### config.mk
export PLATFORM = sky130hd
export DESIGN_NAME = timer_capture_compare_unit
export DESIGN_NICKNAME = d
export VERILOG_FILES = /design/src/rtl/cc_unit_pkg.sv /design/src/rtl/timer_capture_compare_unit.sv
export VERILOG_INCLUDE_DIRS = /design/src /design/src/rtl
export SDC_FILE = /design/constraint.sdc
export NUM_CORES = 1
export LEC_CHECK = 0
export BUFFER_PORTS_ARGS = -buffer_cell sky130_fd_sc_hd__buf_4
export CAP_MARGIN = 20
export CORE_ASPECT_RATIO = 1.75
export CORE_UTILIZATION = 45
export CTS_CLUSTER_SIZE = 24
export DETAILED_ROUTE_END_ITERATION = 7
export PLACE_DENSITY = 0.72
export SLEW_MARGIN = 40
export SYNTH_ARGS = -nofsm -noshare
export SYNTH_HDL_FRONTEND = slang
export SYNTH_SLANG_ARGS = --single-unit
export TNS_END_PERCENT = 5
### constraint.sdc
create_clock -name clk_sys -period 2.45 [get_ports clk_sys]
set_input_delay 0.3675 -clock clk_sys [delete_from_list [all_inputs] [get_ports clk_sys]]
set_output_delay 0.3675 -clock clk_sys [all_outputs]
set_load 0.01 [all_outputs]
### src/rtl/cc_unit_consts.svh
// Register offsets, field positions, reset values and timing counts of the capture/compare unit
`ifndef CC_UNIT_CONSTS_SVH
`define CC_UNIT_CONSTS_SVH

// Word offsets of the registers (byte address = 4 * index)
`define OFS_EVENT_FLAGS      8'hc8
`define OFS_SET_ENABLE       8'hee
`define OFS_IRQ_PRIORITY     8'hf8
`define OFS_EDGE_SELECT      8'heb
`define OFS_CLR_TGL_ENABLE   8'hef
`define OFS_TIMER_CONTROL    8'hea
`define OFS_CMP0_LO          8'ha9
`define OFS_CMP1_LO          8'haa
`define OFS_CMP2_LO          8'hab
`define OFS_CMP0_HI          8'hc9
`define OFS_CMP1_HI          8'hca
`define OFS_CMP2_HI          8'hcb
`define OFS_CAP0_LO          8'hac
`define OFS_CAP0_HI          8'hcc
`define OFS_PORT_LATCH       8'hc0

// Field positions
`define FLD_WIDE_OVF         7
`define FLD_MATCH0           4
`define FLD_CAPTURE0         0
`define FLD_BYTE_OVF         4
`define FLD_TOGGLE_LO        6

// Reset values
`define RST_PORT_LATCH       8'hff
`define RST_TOGGLE_STATE     2'h3

// Machine cycle: six states of two phases at the system clock
`define STATES_PER_CYCLE     6
`define PHASES_PER_CYCLE     4'hc
`define PH_S1P1              4'h0
`define PH_S4P1              4'h6
`define PH_S5P1              4'h8
`define PH_S6P1              4'ha

`endif

### src/rtl/cc_unit_pkg.sv
// Types of the capture/compare unit
package cc_unit_pkg;

  // Bus slave phase: idle, then one answer cycle
  typedef enum logic [0:0] {
    BUS_IDLE = 1'b0,
    BUS_ACK  = 1'b1
  } bus_state_t;

endpackage

### src/rtl/timer_capture_compare_unit.sv
// Compare and capture logic beside a free-running 16-bit timer, Wishbone register slave
// How it works
// - Each timer increment compares three compare registers
// - Compare zero match sets enabled bits 0-5
// - Compare one match clears enabled bits 0-5
// - Compare two match toggles private state bits 6-7
// - Toggle follows state flip-flop, first toggle sets
// - Toggle states read-only in set-enable bits 6-7
// - Reset clears all three compare registers
// - Match reaches pin S5P1, software write S1P1
// - Match change beats same-cycle software write
// - Simultaneous set and clear ends cleared
// - Capture select: falling bit 2n+1, rising 2n
// - Clear/toggle enable: toggles 7-6, clears 5-0
// - Set-enable bits 5-0 enable setting outputs
// - Flags: overflow 7, matches 6-4, captures 3-0
// - Byte overflow flag in timer control bit 4
// - Capture flags 0,1 set S4; 2,3 set S6
// - Scan phases of flags per source fixed
// - Match flags set S6 of following cycle
// - Overflow flags set S6 of overflow cycle
// - Priority register one bit per source, bit 7 shared by both overflows
// - Capture inputs sampled once per cycle, S1P1
`timescale 1ns/1ps
`default_nettype none
`include "cc_unit_consts.svh"

module timer_capture_compare_unit #(
  parameter int TIMER_W = 16
) (
  input  wire logic               clk_sys,
  input  wire logic               nrst,
  // Wishbone classic slave
  input  wire logic               wb_cyc_i,
  input  wire logic               wb_stb_i,
  input  wire logic               wb_we_i,
  input  wire logic [9:0]         wb_adr_i,
  input  wire logic [31:0]        wb_dat_i,
  input  wire logic [3:0]         wb_sel_i,
  output logic      [31:0]        wb_dat_o,
  output logic                    wb_ack_o,
  // Timer counter side
  input  wire logic [TIMER_W-1:0] free_run_timer,
  input  wire logic               timer_inc,
  input  wire logic               wide_overflow,
  input  wire logic               byte_overflow,
  // Capture pins
  input  wire logic [3:0]         capture_in,
  // Output port and interrupt side
  output logic      [7:0]         compare_out_port,
  output logic      [8:0]         irq_request,
  output logic      [8:0]         irq_high_prio
);

  typedef struct packed {
    cc_unit_pkg::bus_state_t   bus;
    logic [31:0]               rdata;
    logic [3:0]                phase;
    logic [TIMER_W-1:0]        cmp0;
    logic [TIMER_W-1:0]        cmp1;
    logic [TIMER_W-1:0]        cmp2;
    logic [3:0][TIMER_W-1:0]   cap;
    logic [5:0]                set_en;
    logic [7:0]                clr_tgl_en;
    logic [7:0]                edge_sel;
    logic [7:0]                prio;
    logic [7:0]                flags;
    logic                      byte_ovf;
    logic [7:0]                tmr_ctl;
    logic [1:0]                tgl_state;
    logic [7:0]                latch;
    logic [7:0]                pin;
    logic [2:0]                match_pend;
    logic [2:0]                match_seen;
    logic                      hw_pend;
    logic                      sw_pend;
    logic [3:0]                cap_prev;
    logic [3:0]                cap_hit;
    logic [3:0]                cap_seen;
    logic [1:0]                ovf_hit;
    logic [8:0]                scanned;
  } state_t;

  state_t st_r;
  state_t st_nxt;

  logic       bus_req;
  logic [7:0] word_idx;
  logic [7:0] wbyte;
  logic       wr_en;
  logic [2:0] match_now;
  logic [3:0] edge_hit;
  logic [7:0] set_mask;
  logic [7:0] clr_mask;
  logic [7:0] sw_latch;
  logic [7:0] rd_byte;
  logic [8:0] all_flags;
  logic       at_s1, at_s4, at_s5, at_s6, end_cyc;

  assign bus_req  = wb_cyc_i && wb_stb_i;
  assign word_idx = wb_adr_i[9:2];
  assign wbyte    = wb_dat_i[7:0];
  // Write takes effect only on the acked edge
  assign wr_en    = bus_req && wb_we_i && wb_sel_i[0] && (st_r.bus == cc_unit_pkg::BUS_ACK);
  assign at_s1    = (st_r.phase == `PH_S1P1);
  assign at_s4    = (st_r.phase == `PH_S4P1);
  assign at_s5    = (st_r.phase == `PH_S5P1);
  assign at_s6    = (st_r.phase == `PH_S6P1);
  assign end_cyc  = (st_r.phase == `PHASES_PER_CYCLE - 4'h1);

  // Comparators act only on increment cycles
  assign match_now[0] = timer_inc && (free_run_timer == st_r.cmp0);
  assign match_now[1] = timer_inc && (free_run_timer == st_r.cmp1);
  assign match_now[2] = timer_inc && (free_run_timer == st_r.cmp2);

  // Per-channel edge detect against the last once-per-cycle sample
  genvar gi;
  generate
    for (gi = 0; gi < 4; gi++) begin : g_edge
      assign edge_hit[gi] =
        (st_r.edge_sel[2*gi]   && !st_r.cap_prev[gi] && capture_in[gi]) ||
        (st_r.edge_sel[2*gi+1] && st_r.cap_prev[gi] && !capture_in[gi]);
    end
  endgenerate

  // Set/clear masks from matches; clear applied after set so it wins
  assign set_mask = {st_r.match_pend[2] & st_r.clr_tgl_en[7] & st_r.tgl_state[1],
                     st_r.match_pend[2] & st_r.clr_tgl_en[6] & st_r.tgl_state[0],
                     {6{st_r.match_pend[0]}} & st_r.set_en};
  assign clr_mask = {st_r.match_pend[2] & st_r.clr_tgl_en[7] & ~st_r.tgl_state[1],
                     st_r.match_pend[2] & st_r.clr_tgl_en[6] & ~st_r.tgl_state[0],
                     {6{st_r.match_pend[1]}} & st_r.clr_tgl_en[5:0]};

  // Software view of the latch before the hardware override
  assign sw_latch = (wr_en && word_idx == `OFS_PORT_LATCH) ? wbyte : st_r.latch;

  // Read multiplexer; unmapped words read zero
  always_comb begin
    rd_byte = 8'h00;
    unique case (word_idx)
      `OFS_EVENT_FLAGS:    rd_byte = st_r.flags;
      `OFS_SET_ENABLE:     rd_byte = {st_r.tgl_state, st_r.set_en};
      `OFS_IRQ_PRIORITY:   rd_byte = st_r.prio;
      `OFS_EDGE_SELECT:    rd_byte = st_r.edge_sel;
      `OFS_CLR_TGL_ENABLE: rd_byte = st_r.clr_tgl_en;
      `OFS_TIMER_CONTROL:  rd_byte = st_r.tmr_ctl | ({7'h00, st_r.byte_ovf} << `FLD_BYTE_OVF);
      `OFS_CMP0_LO:        rd_byte = st_r.cmp0[7:0];
      `OFS_CMP1_LO:        rd_byte = st_r.cmp1[7:0];
      `OFS_CMP2_LO:        rd_byte = st_r.cmp2[7:0];
      `OFS_CMP0_HI:        rd_byte = st_r.cmp0[15:8];
      `OFS_CMP1_HI:        rd_byte = st_r.cmp1[15:8];
      `OFS_CMP2_HI:        rd_byte = st_r.cmp2[15:8];
      `OFS_PORT_LATCH:     rd_byte = st_r.latch;
      default: begin
        if (word_idx >= `OFS_CAP0_LO && word_idx < `OFS_CAP0_LO + 8'h4) begin
          rd_byte = st_r.cap[word_idx[1:0]][7:0];
        end else if (word_idx >= `OFS_CAP0_HI && word_idx < `OFS_CAP0_HI + 8'h4) begin
          rd_byte = st_r.cap[word_idx[1:0]][15:8];
        end
      end
    endcase
  end

  assign all_flags = {st_r.byte_ovf, st_r.flags};

  // Next-state logic of the whole unit
  always_comb begin
    st_nxt = st_r;

    // Bus: answer one cycle after the request, drop the next cycle
    st_nxt.bus = (bus_req && st_r.bus == cc_unit_pkg::BUS_IDLE) ?
                 cc_unit_pkg::BUS_ACK : cc_unit_pkg::BUS_IDLE;
    if (bus_req && st_r.bus == cc_unit_pkg::BUS_IDLE && !wb_we_i) begin
      st_nxt.rdata = {24'h000000, rd_byte};
    end

    // Six states, two phases each
    st_nxt.phase = end_cyc ? 4'h0 : st_r.phase + 4'h1;

    // Register writes; software clears flags
    if (wr_en) begin
      unique case (word_idx)
        `OFS_SET_ENABLE:     st_nxt.set_en = wbyte[5:0];
        `OFS_IRQ_PRIORITY:   st_nxt.prio = wbyte;
        `OFS_EDGE_SELECT:    st_nxt.edge_sel = wbyte;
        `OFS_CLR_TGL_ENABLE: st_nxt.clr_tgl_en = wbyte;
        `OFS_EVENT_FLAGS:    st_nxt.flags = wbyte;
        `OFS_TIMER_CONTROL: begin
          st_nxt.tmr_ctl = wbyte & ~(8'h01 << `FLD_BYTE_OVF);
          st_nxt.byte_ovf = wbyte[`FLD_BYTE_OVF];
        end
        `OFS_CMP0_LO:        st_nxt.cmp0[7:0] = wbyte;
        `OFS_CMP1_LO:        st_nxt.cmp1[7:0] = wbyte;
        `OFS_CMP2_LO:        st_nxt.cmp2[7:0] = wbyte;
        `OFS_CMP0_HI:        st_nxt.cmp0[15:8] = wbyte;
        `OFS_CMP1_HI:        st_nxt.cmp1[15:8] = wbyte;
        `OFS_CMP2_HI:        st_nxt.cmp2[15:8] = wbyte;
        default: ;
      endcase
    end

    // Matches held until the end of the cycle they occur in
    st_nxt.match_seen = st_r.match_seen | match_now;
    if (end_cyc) begin
      st_nxt.match_pend = st_r.match_seen | match_now;
      st_nxt.match_seen = 3'h0;
    end

    // Port latch: software first, compare override after (set then clear)
    st_nxt.latch = sw_latch;
    if (at_s4) begin
      st_nxt.latch = (sw_latch | set_mask) & ~clr_mask;
      st_nxt.hw_pend = |(set_mask | clr_mask);
      if (st_r.match_pend[2]) begin
        st_nxt.tgl_state = st_r.tgl_state ^ st_r.clr_tgl_en[7:6];
      end
    end
    if (wr_en && word_idx == `OFS_PORT_LATCH) begin
      st_nxt.sw_pend = 1'b1;
    end

    // Pin update: compare change at S5P1 of the next cycle, software at S1P1
    if (at_s5 && st_r.hw_pend) begin
      st_nxt.pin = st_r.latch;
      st_nxt.hw_pend = 1'b0;
    end
    if (at_s1 && st_r.sw_pend) begin
      st_nxt.pin = st_r.latch;
      st_nxt.sw_pend = 1'b0;
    end

    // Match flags rise at S6 of the cycle after the match; set beats clear
    if (at_s6) begin
      st_nxt.flags[`FLD_MATCH0 +: 3] = st_nxt.flags[`FLD_MATCH0 +: 3] | st_r.match_pend;
      st_nxt.match_pend = 3'h0;
    end

    // Captures: sample pins at S1P1, load timer at end of cycle
    if (at_s1) begin
      st_nxt.cap_prev = capture_in;
      st_nxt.cap_seen = st_r.cap_seen | edge_hit;
    end
    for (int i = 0; i < 4; i++) begin
      if (end_cyc && st_r.cap_seen[i]) begin
        st_nxt.cap[i] = free_run_timer;
        st_nxt.cap_hit[i] = 1'b1;
        st_nxt.cap_seen[i] = 1'b0;
      end
    end
    if (at_s4) begin
      st_nxt.flags[1:0] = st_nxt.flags[1:0] | st_r.cap_hit[1:0];
      st_nxt.cap_hit[1:0] = 2'h0;
    end
    if (at_s6) begin
      st_nxt.flags[3:2] = st_nxt.flags[3:2] | st_r.cap_hit[3:2];
      st_nxt.cap_hit[3:2] = 2'h0;
    end

    // Overflows caught during the cycle, flagged at its S6
    st_nxt.ovf_hit = st_r.ovf_hit | {wide_overflow, byte_overflow};
    if (at_s6) begin
      st_nxt.flags[`FLD_WIDE_OVF] = st_nxt.flags[`FLD_WIDE_OVF] | st_nxt.ovf_hit[1];
      st_nxt.byte_ovf = st_nxt.byte_ovf | st_nxt.ovf_hit[0];
      st_nxt.ovf_hit = 2'h0;
    end

    // Interrupt scan: each flag sampled at its own state
    if (st_r.phase == 4'h2) begin
      st_nxt.scanned[0] = all_flags[0];
      st_nxt.scanned[4] = all_flags[4];
    end
    if (st_r.phase == 4'h4) begin
      st_nxt.scanned[1] = all_flags[1];
      st_nxt.scanned[5] = all_flags[5];
    end
    if (st_r.phase == 4'h6) begin
      st_nxt.scanned[2] = all_flags[2];
      st_nxt.scanned[6] = all_flags[6];
    end
    if (at_s5) begin
      st_nxt.scanned[3] = all_flags[3];
    end
    if (end_cyc) begin
      st_nxt.scanned[8:7] = all_flags[8:7];
    end
  end

  // State register; reset clears compares and sets toggle states
  always_ff @(posedge clk_sys) begin
    if (!nrst) begin
      st_r           <= '0;
      st_r.latch     <= `RST_PORT_LATCH;
      st_r.pin       <= `RST_PORT_LATCH;
      st_r.tgl_state <= `RST_TOGGLE_STATE;
      st_r.cap_prev  <= 4'h0;
    end else begin
      st_r <= st_nxt;
    end
  end

  assign wb_ack_o         = (st_r.bus == cc_unit_pkg::BUS_ACK) && bus_req;
  assign wb_dat_o         = st_r.rdata;
  assign compare_out_port = st_r.pin;
  assign irq_request      = st_r.scanned;
  assign irq_high_prio    = {st_r.prio[7], st_r.prio};

endmodule // timer_capture_compare_unit

`default_nettype wire

==> out/qor.yml, run 1 <==
sta:
  hold_ws_ps: 81.7
  hold_viol: 0
  max_slew_margin: 0.513
  tightest_slew_ps: 728
  fin_tns_setup_ps: 0
  slew_viol_final: 0
  setup_viol: 0
  fin_crit_sh: 0.840
  fmax_mhz: 486
  rsz0062_at_grt: "no"
  layout_min_cycle_time_ps: 2060
  skew_ps: 9.36
finish:
  nets: 1338
  mostFrequentLayoutCells: "220 x dfxtp_1, 188 x nand2_1, 138 x mux2i_1"
  drive_above_1_share: 0.158
  final_common_cell: "dfxtp_1"
  antenna_cells: 0
  regArea_mm2: 0.00440
  multi_input_area_mm2: 0.00603
  area_delta_synth_final_pct: 11.1
  fill_cells: 2305
pwr:
  clkPwrFrac: 0.469
  irDropWorstVdd_v: 0.000400
  p_sw_frac: 0.233
  p_leak_nw: 4.45
  p_sw_mw: 1.82
  p_per_area_mw_per_mm2: 622
  p_comb_frac: 0.070
  power_frac_seq: 0.461
  p_int_mw: 5.99
die:
  fp.dieW_um: 122
  row_count: 76
  pin_count: 133
  die_h_um: 212
  core_region_area_mm2: 0.0246
  die_area_mm2: 0.0258
  initial_core_util: 0.459
setup_path:
  crit_fanout: 3
  cp_data_required_time_ps: 2880
  cp.arrival_ps: 2480
  end_kind: "register"
  cp-start-kind: "register"
  worstSetupPathType: "register to register"
synth:
  synth_compound_area_frac: 0.105
  synth_xor_area_frac: 0.0403
  synth_area_leaders: "dfxtp_1 39%, mux2i_1 12%, nand2_1 6.2%"
  ys_warn_count: 0
  ys_ff_latch: 220
  synthSimpleGateAreaFrac: 0.218
  netlist_area_mm2: 0.0113
  muxShareOfSynthArea: 0.159
  synth_adder_area_share: 0.00332
  ys.flop_type: "dfxtp_1"
  synth-async-reset-ratio: 0
  seq_area_frac_synth: 0.390
  yosysUniqueCellTypes: 75
  syn-instance-count: 1256
  avgSynthCellArea_um2: 9.00
  synth_top_area_share: 0.390
  yosys.area.top_type: "dfxtp_1"
  synth_top_family_by_area: "simple AND/OR/NAND/NOR gates"
  synth_edf_count: 0
clock_tree:
  cts_made_buffers: 22
  cts-resized-gates: 0
  cts_post_setup_buffers_inserted: 0
  cts_tree: "done"
  h-tree-depth: 1
  clk_latency_ps: 510
  cts_buffer_depth: 3
  clock_sink_count: 220
  holdBufCountCts: 0
  root_buffer: "clkbuf_16"
  clk_pin_slew_worst_paths_ps: 60
place:
  gp_congestion: 0.983
  dp_hpwl_mm: 26.5
  port_buffers: 79
routing:
  drc: 0
  dr.pass1.iters: 4
  avgRoutedWirePerCell_um: 22.6
  detail-route-antenna-nets: 0
  vias: 9191
  drtIter0Drc: 678
  finalWirelength_mm: 35.9
  viasPerCell: 5.78
grt:
  grt_max_degree: 56
  grt.overflow.total: 0
  grt_pass1_vias: 9019
  antenna_found_initial: 0
  grt_pass1_wl_mm: 53.8
  grtUsageTotal: 0.280
min_path:
  min_path_type: "input port to register"
job:
  maxCapViolations: 0
run_status:
  status: "finished clean"
## cell families after synthesis
group	Yosys count
AO/OA/AOI/OAI	189
XOR/XNOR	52
adder cells (fa/ha/maj)	3
buffers and inverters	166
flip-flops	220
multiplexers	159
other	1
AND/OR/NAND/NOR	466
## sequential cells by signal (all words and copies together) (netlist names)
signal / count
all_flags: 9
compare_out_port: 8
irq_high_prio: 8
irq_request: 9
st_r: 178
wb_dat_o: 8
## routing by layer
| layer | vias up | part of all wire | global-route usage |
|---|---|---|---|
| li1 | 4270 | - | - |
| met1 | 4399 | 0.36 | 0.295 |
| met2 | 365 | 0.51 | 0.488 |
| met3 | 157 | 0.049 | 0.0377 |
| met4 | 0 | 0.091 | 0.232 |
| met5 | - | 0 | 0 |
## worst paths after layout
| kind | from | to | slack [ps] | cells after the start |
|---|---|---|---|---|
| max | st_r[201] | st_r[28] | 390 | 5 |
| min | wide_overflow | st_r[10] | 80 | 3 |
| max reg2reg | st_r[201] | st_r[28] | 390 | 5 |
| min reg2reg | st_r[114] | st_r[114] | 450 | 2 |
## cells in the mapped netlist (4+ instances only)
| master | n |
|---|---|
| buf_2 | 31 |
| nor3_1 | 7 |
| a31oi_1 | 6 |
| mux2_2 | 5 |
| a21oi_1 | 85 |
| a21boi_0 | 5 |
| and3b_1 | 8 |
| o22ai_1 | 4 |
| inv_1 | 6 |
| nor3_4 | 8 |
| nor4_1 | 7 |
| xnor2_1 | 50 |
| nor2b_1 | 42 |
| mux2i_1 | 138 |
| and3_1 | 13 |
| mux4_2 | 16 |
| buf_4 | 71 |
| nand3_1 | 18 |
| o21ai_0 | 22 |
| a22o_1 | 8 |
| nand3b_1 | 14 |
| a211oi_1 | 8 |
| nor2_1 | 95 |
| a22oi_1 | 19 |
| clkbuf_1 | 53 |
| nand2_1 | 188 |
| nor3b_1 | 5 |
| and2_1 | 5 |
| or3_1 | 6 |
| nand2b_1 | 4 |
| dfxtp_1 | 220 |
| and4b_1 | 4 |
| a2bb2oi_1 | 9 |
| o31ai_1 | 5 |
| nand4_1 | 12 |
## power groups by stage
stage	Sequential, mW	Combinational, mW	Clock [mW]
after floorplan	3.68	0.376	0
after global placement	3.68	0.535	0
after detailed placement	3.68	0.538	0
after CTS	3.60	0.540	3.71
after global routing	3.60	0.579	3.85
final	3.60	0.547	3.66
## per-stage QoR
stage	util	std cells	cell area (um^2)	total power, mW	worst slack (ps)
final	0.510	1589	12600	7.81	393
after global routing	0.510	1589	12600	8.02	299
after CTS	0.510	1589	12600	7.85	410
after detailed placement	0.478	1549	11800	4.22	215
after global placement	0.478	1549	11800	4.22	232
after floorplan	-	1279	11400	4.05	613
## critical path, stage by stage (launching register included)
cell	delay, ps
dfxtp_1	360
xnor2_1	530
nand4_1	140
nor4_1	470
a31oi_1	190
a211oi_1	280
## layout make-up
class | count | share of cell area
clock buffer | 32 | 0.0533
clock inverter | 8 | 0.00947
inverter | 7 | 0.00229
multi-input combinational | 893 | 0.480
sequential | 220 | 0.351
tap | 312 | 0.0311
timing repair buffer | 117 | 0.0730
Power figures use the tool's default switching activity.
==> run 2: changes to the inputs <==
--- a/config.mk
+++ b/config.mk
@@ -12,7 +12,7 @@
 export CORE_UTILIZATION = 45
 export CTS_CLUSTER_SIZE = 24
 export DETAILED_ROUTE_END_ITERATION = 7
-export PLACE_DENSITY = 0.72
+export PLACE_DENSITY = 0.75
 export SLEW_MARGIN = 40
 export SYNTH_ARGS = -nofsm -noshare
 export SYNTH_HDL_FRONTEND = slang
==> constraint.sdc (replaced) <==
create_clock -name clk_sys -period 1.7 [get_ports clk_sys]
set_input_delay 0.255 -clock clk_sys [delete_from_list [all_inputs] [get_ports clk_sys]]
set_output_delay 0.255 -clock clk_sys [all_outputs]
set_load 0.01 [all_outputs]
==> out/qor.yml, run 2 (synthesized netlist as in run 1, its figures left out) <==
grt:
  grt_pass1_wl_mm: 58.4  # was 53.8 mm
  grt_pass1_vias: 10100  # was 9019
  grt_max_degree: 56  # unchanged
  grtUsageTotal: 0.307  # was 0.280
  antenna_found_initial: 0  # unchanged
  grt.overflow.total: 0  # unchanged
setup_path:
  setup.worst_path.start: "st_r[210]"  # was st_r[201]
  crit_fanout: 16  # was 3
  worstRegToRegCells: 5  # unchanged
  cp.arrival_ps: 2100  # was 2480 ps
  worstSetupPathType: "register to register"  # unchanged
  end_kind: "register"  # unchanged
  cp_data_required_time_ps: 2110  # was 2880 ps
  rr_endpoint: "st_r[122]"  # was st_r[28]
  r2r_start: "st_r[210]"  # was st_r[201]
  cp-start-kind: "register"  # unchanged
  reg2reg_slack_ps: 7  # was 390 ps
place:
  gp_congestion: 1.01  # was 0.983
  preCtsSetupSlack_ps: -511  # was 215 ps
  postPlaceCellArea_mm2: 0.0129  # was 0.0118 mm^2
  dp_hpwl_mm: 29.2  # was 26.5 mm
  port_buffers: 79  # unchanged
sta:
  setup_slack_ps: 7.24  # was 393 ps
  slew_viol_final: 0  # unchanged
  fin_crit_sh: 0.996  # was 0.840
  skew_ps: 15.0  # was 9.36 ps
  hold_viol: 0  # unchanged
  setup_viol: 0  # unchanged
  fmax_mhz: 591  # was 486 MHz
  rsz0062_at_grt: "yes"  # was no
  layout_min_cycle_time_ps: 1690  # was 2060 ps
die:
  die_area_mm2: 0.0258  # unchanged
  row_count: 76  # unchanged
  pin_count: 133  # unchanged
  core_region_area_mm2: 0.0246  # unchanged
  initial_core_util: 0.459  # unchanged
  die_h_um: 212  # unchanged
  fp.dieW_um: 122  # unchanged
finish:
  top_register: "st_r"  # unchanged
  nets: 1456  # was 1338
  final_common_cell: "dfxtp_1"  # unchanged
  area_delta_synth_final_pct: 20.6  # was 11.1%
  fill_cells: 2185  # was 2305
  final_area_mm2: 0.0136  # was 0.0126 mm^2
  drive_above_1_share: 0.237  # was 0.158
  antenna_cells: 0  # unchanged
  multi_input_area_mm2: 0.00610  # was 0.00603 mm^2
  regArea_mm2: 0.00441  # was 0.00440 mm^2
  mostFrequentLayoutCells: "219 x dfxtp_1, 208 x buf_4, 188 x nand2_1"  # was 220 x dfxtp_1, 188 x nand2_1, 138 x mux2i_1
  largest_reg_flops: 178  # unchanged
pwr:
  irDropWorstVdd_v: 0.000614  # was 0.000400 V
  finalPower_mw: 10.7  # was 7.81 mW
  p_leak_nw: 5.05  # was 4.45 nW
  p_per_area_mw_per_mm2: 783  # was 622 mW/mm^2
clock_tree:
  cts_tree: "done"  # unchanged
  root_buffer: "clkbuf_16"  # unchanged
  clk_latency_ps: 530  # was 510 ps
  cts_buffer_depth: 3  # unchanged
  clock_sink_count: 220  # unchanged
  cts_made_buffers: 21  # was 22
  cts_post_setup_buffers_inserted: 0  # unchanged
  h-tree-depth: 1  # unchanged
  clk_pin_slew_worst_paths_ps: 60  # about the same
routing:
  finalWirelength_mm: 38.5  # was 35.9 mm
  dr.pass1.iters: 5  # was 4
  viasPerCell: 5.83  # was 5.78
  drc: 0  # unchanged
  avgRoutedWirePerCell_um: 22.6  # about the same
  drtIter0Drc: 855  # was 678
  detail-route-antenna-nets: 0  # unchanged
  vias: 9928  # was 9191
job:
  maxCapViolations: 0  # unchanged
run_status:
  status: "finished clean"  # unchanged
min_path:
  min_path_cells: 3  # unchanged
  min_from: "capture_in[2]"  # was wide_overflow
  min_path_type: "input port to register"  # unchanged
  hold_end: "st_r[21]"  # was st_r[10]
==> run 2: changes by cell type in the layout (fill, tap and decap cells not counted), moves of 3 or more <==
cell and change:
buf_4 +94, buf_12 +19, clkbuf_8 -5, buf_6 +4, clkbuf_1 +3, nor4_1 -3
nor4_2 +3
==> run 2: layout make-up <==
cell class / count / share of cell area
clock buffer: 28 / 0.0412
inverter: 7 / 0.00211
tap: 312 / 0.0286
multi-input combinational: 893 / 0.448
timing repair buffer: 236 / 0.152
clock inverter: 8 / 0.00523
sequential: 220 / 0.323
==> run 2: worst max-delay path, stage by stage (launching register included) <==
cell	delay [ps]
dfxtp_1	350
nor2b_1	320
and2_1	320
nand2_2	310
nand2_1	180
a21oi_1	70
==> run 2: layer usage <==
layer / track usage / share of wire
met1: 0.302 / 0.33
met2: 0.554 / 0.51
met3: 0.0415 / 0.053
met4: 0.260 / 0.097
met5: 0 / 0
==> run 2: per-stage QoR <==
step	hold slack [ps]	setup TNS [ps]	instances	util
2_1_floorplan	390	0	1279	-
3_3_place_gp	438	-12130	1666	0.523
3_5_place_dp	444	-14450	1666	0.523
4_1_cts	7.75	0	1704	0.550
5_1_grt	15.9	-1810	1704	0.553
6_report	13.2	0	1704	0.553
==> run 2: power by group <==
group	leakage, nW	internal, mW	switching, mW
Clock	0.311	2.48	2.06
Sequential	1.77	5.17	0.0147
Combinational	2.97	0.388	0.561
==> run 2: worst max path at each step <==
stage                       end  slack, ps  cells past startpoint
floorplan              st_r[45]         10                      7
global placement    wb_dat_o[1]       -560                      9
detailed placement  wb_dat_o[1]       -510                      9
CTS                 wb_dat_o[4]          6                      6
global route          st_r[122]        -90                      5
finish                st_r[122]          7                      5
==> run 2: timing repair <==
item / 4_1_cts / 5_1_grt
endpoints found under the setup margin: 34 / 70
hold buffers: 2 / 0
endpoints found under the hold margin: 2 / 0
resized for setup: 6 / 18
pin swaps: 0 / 3
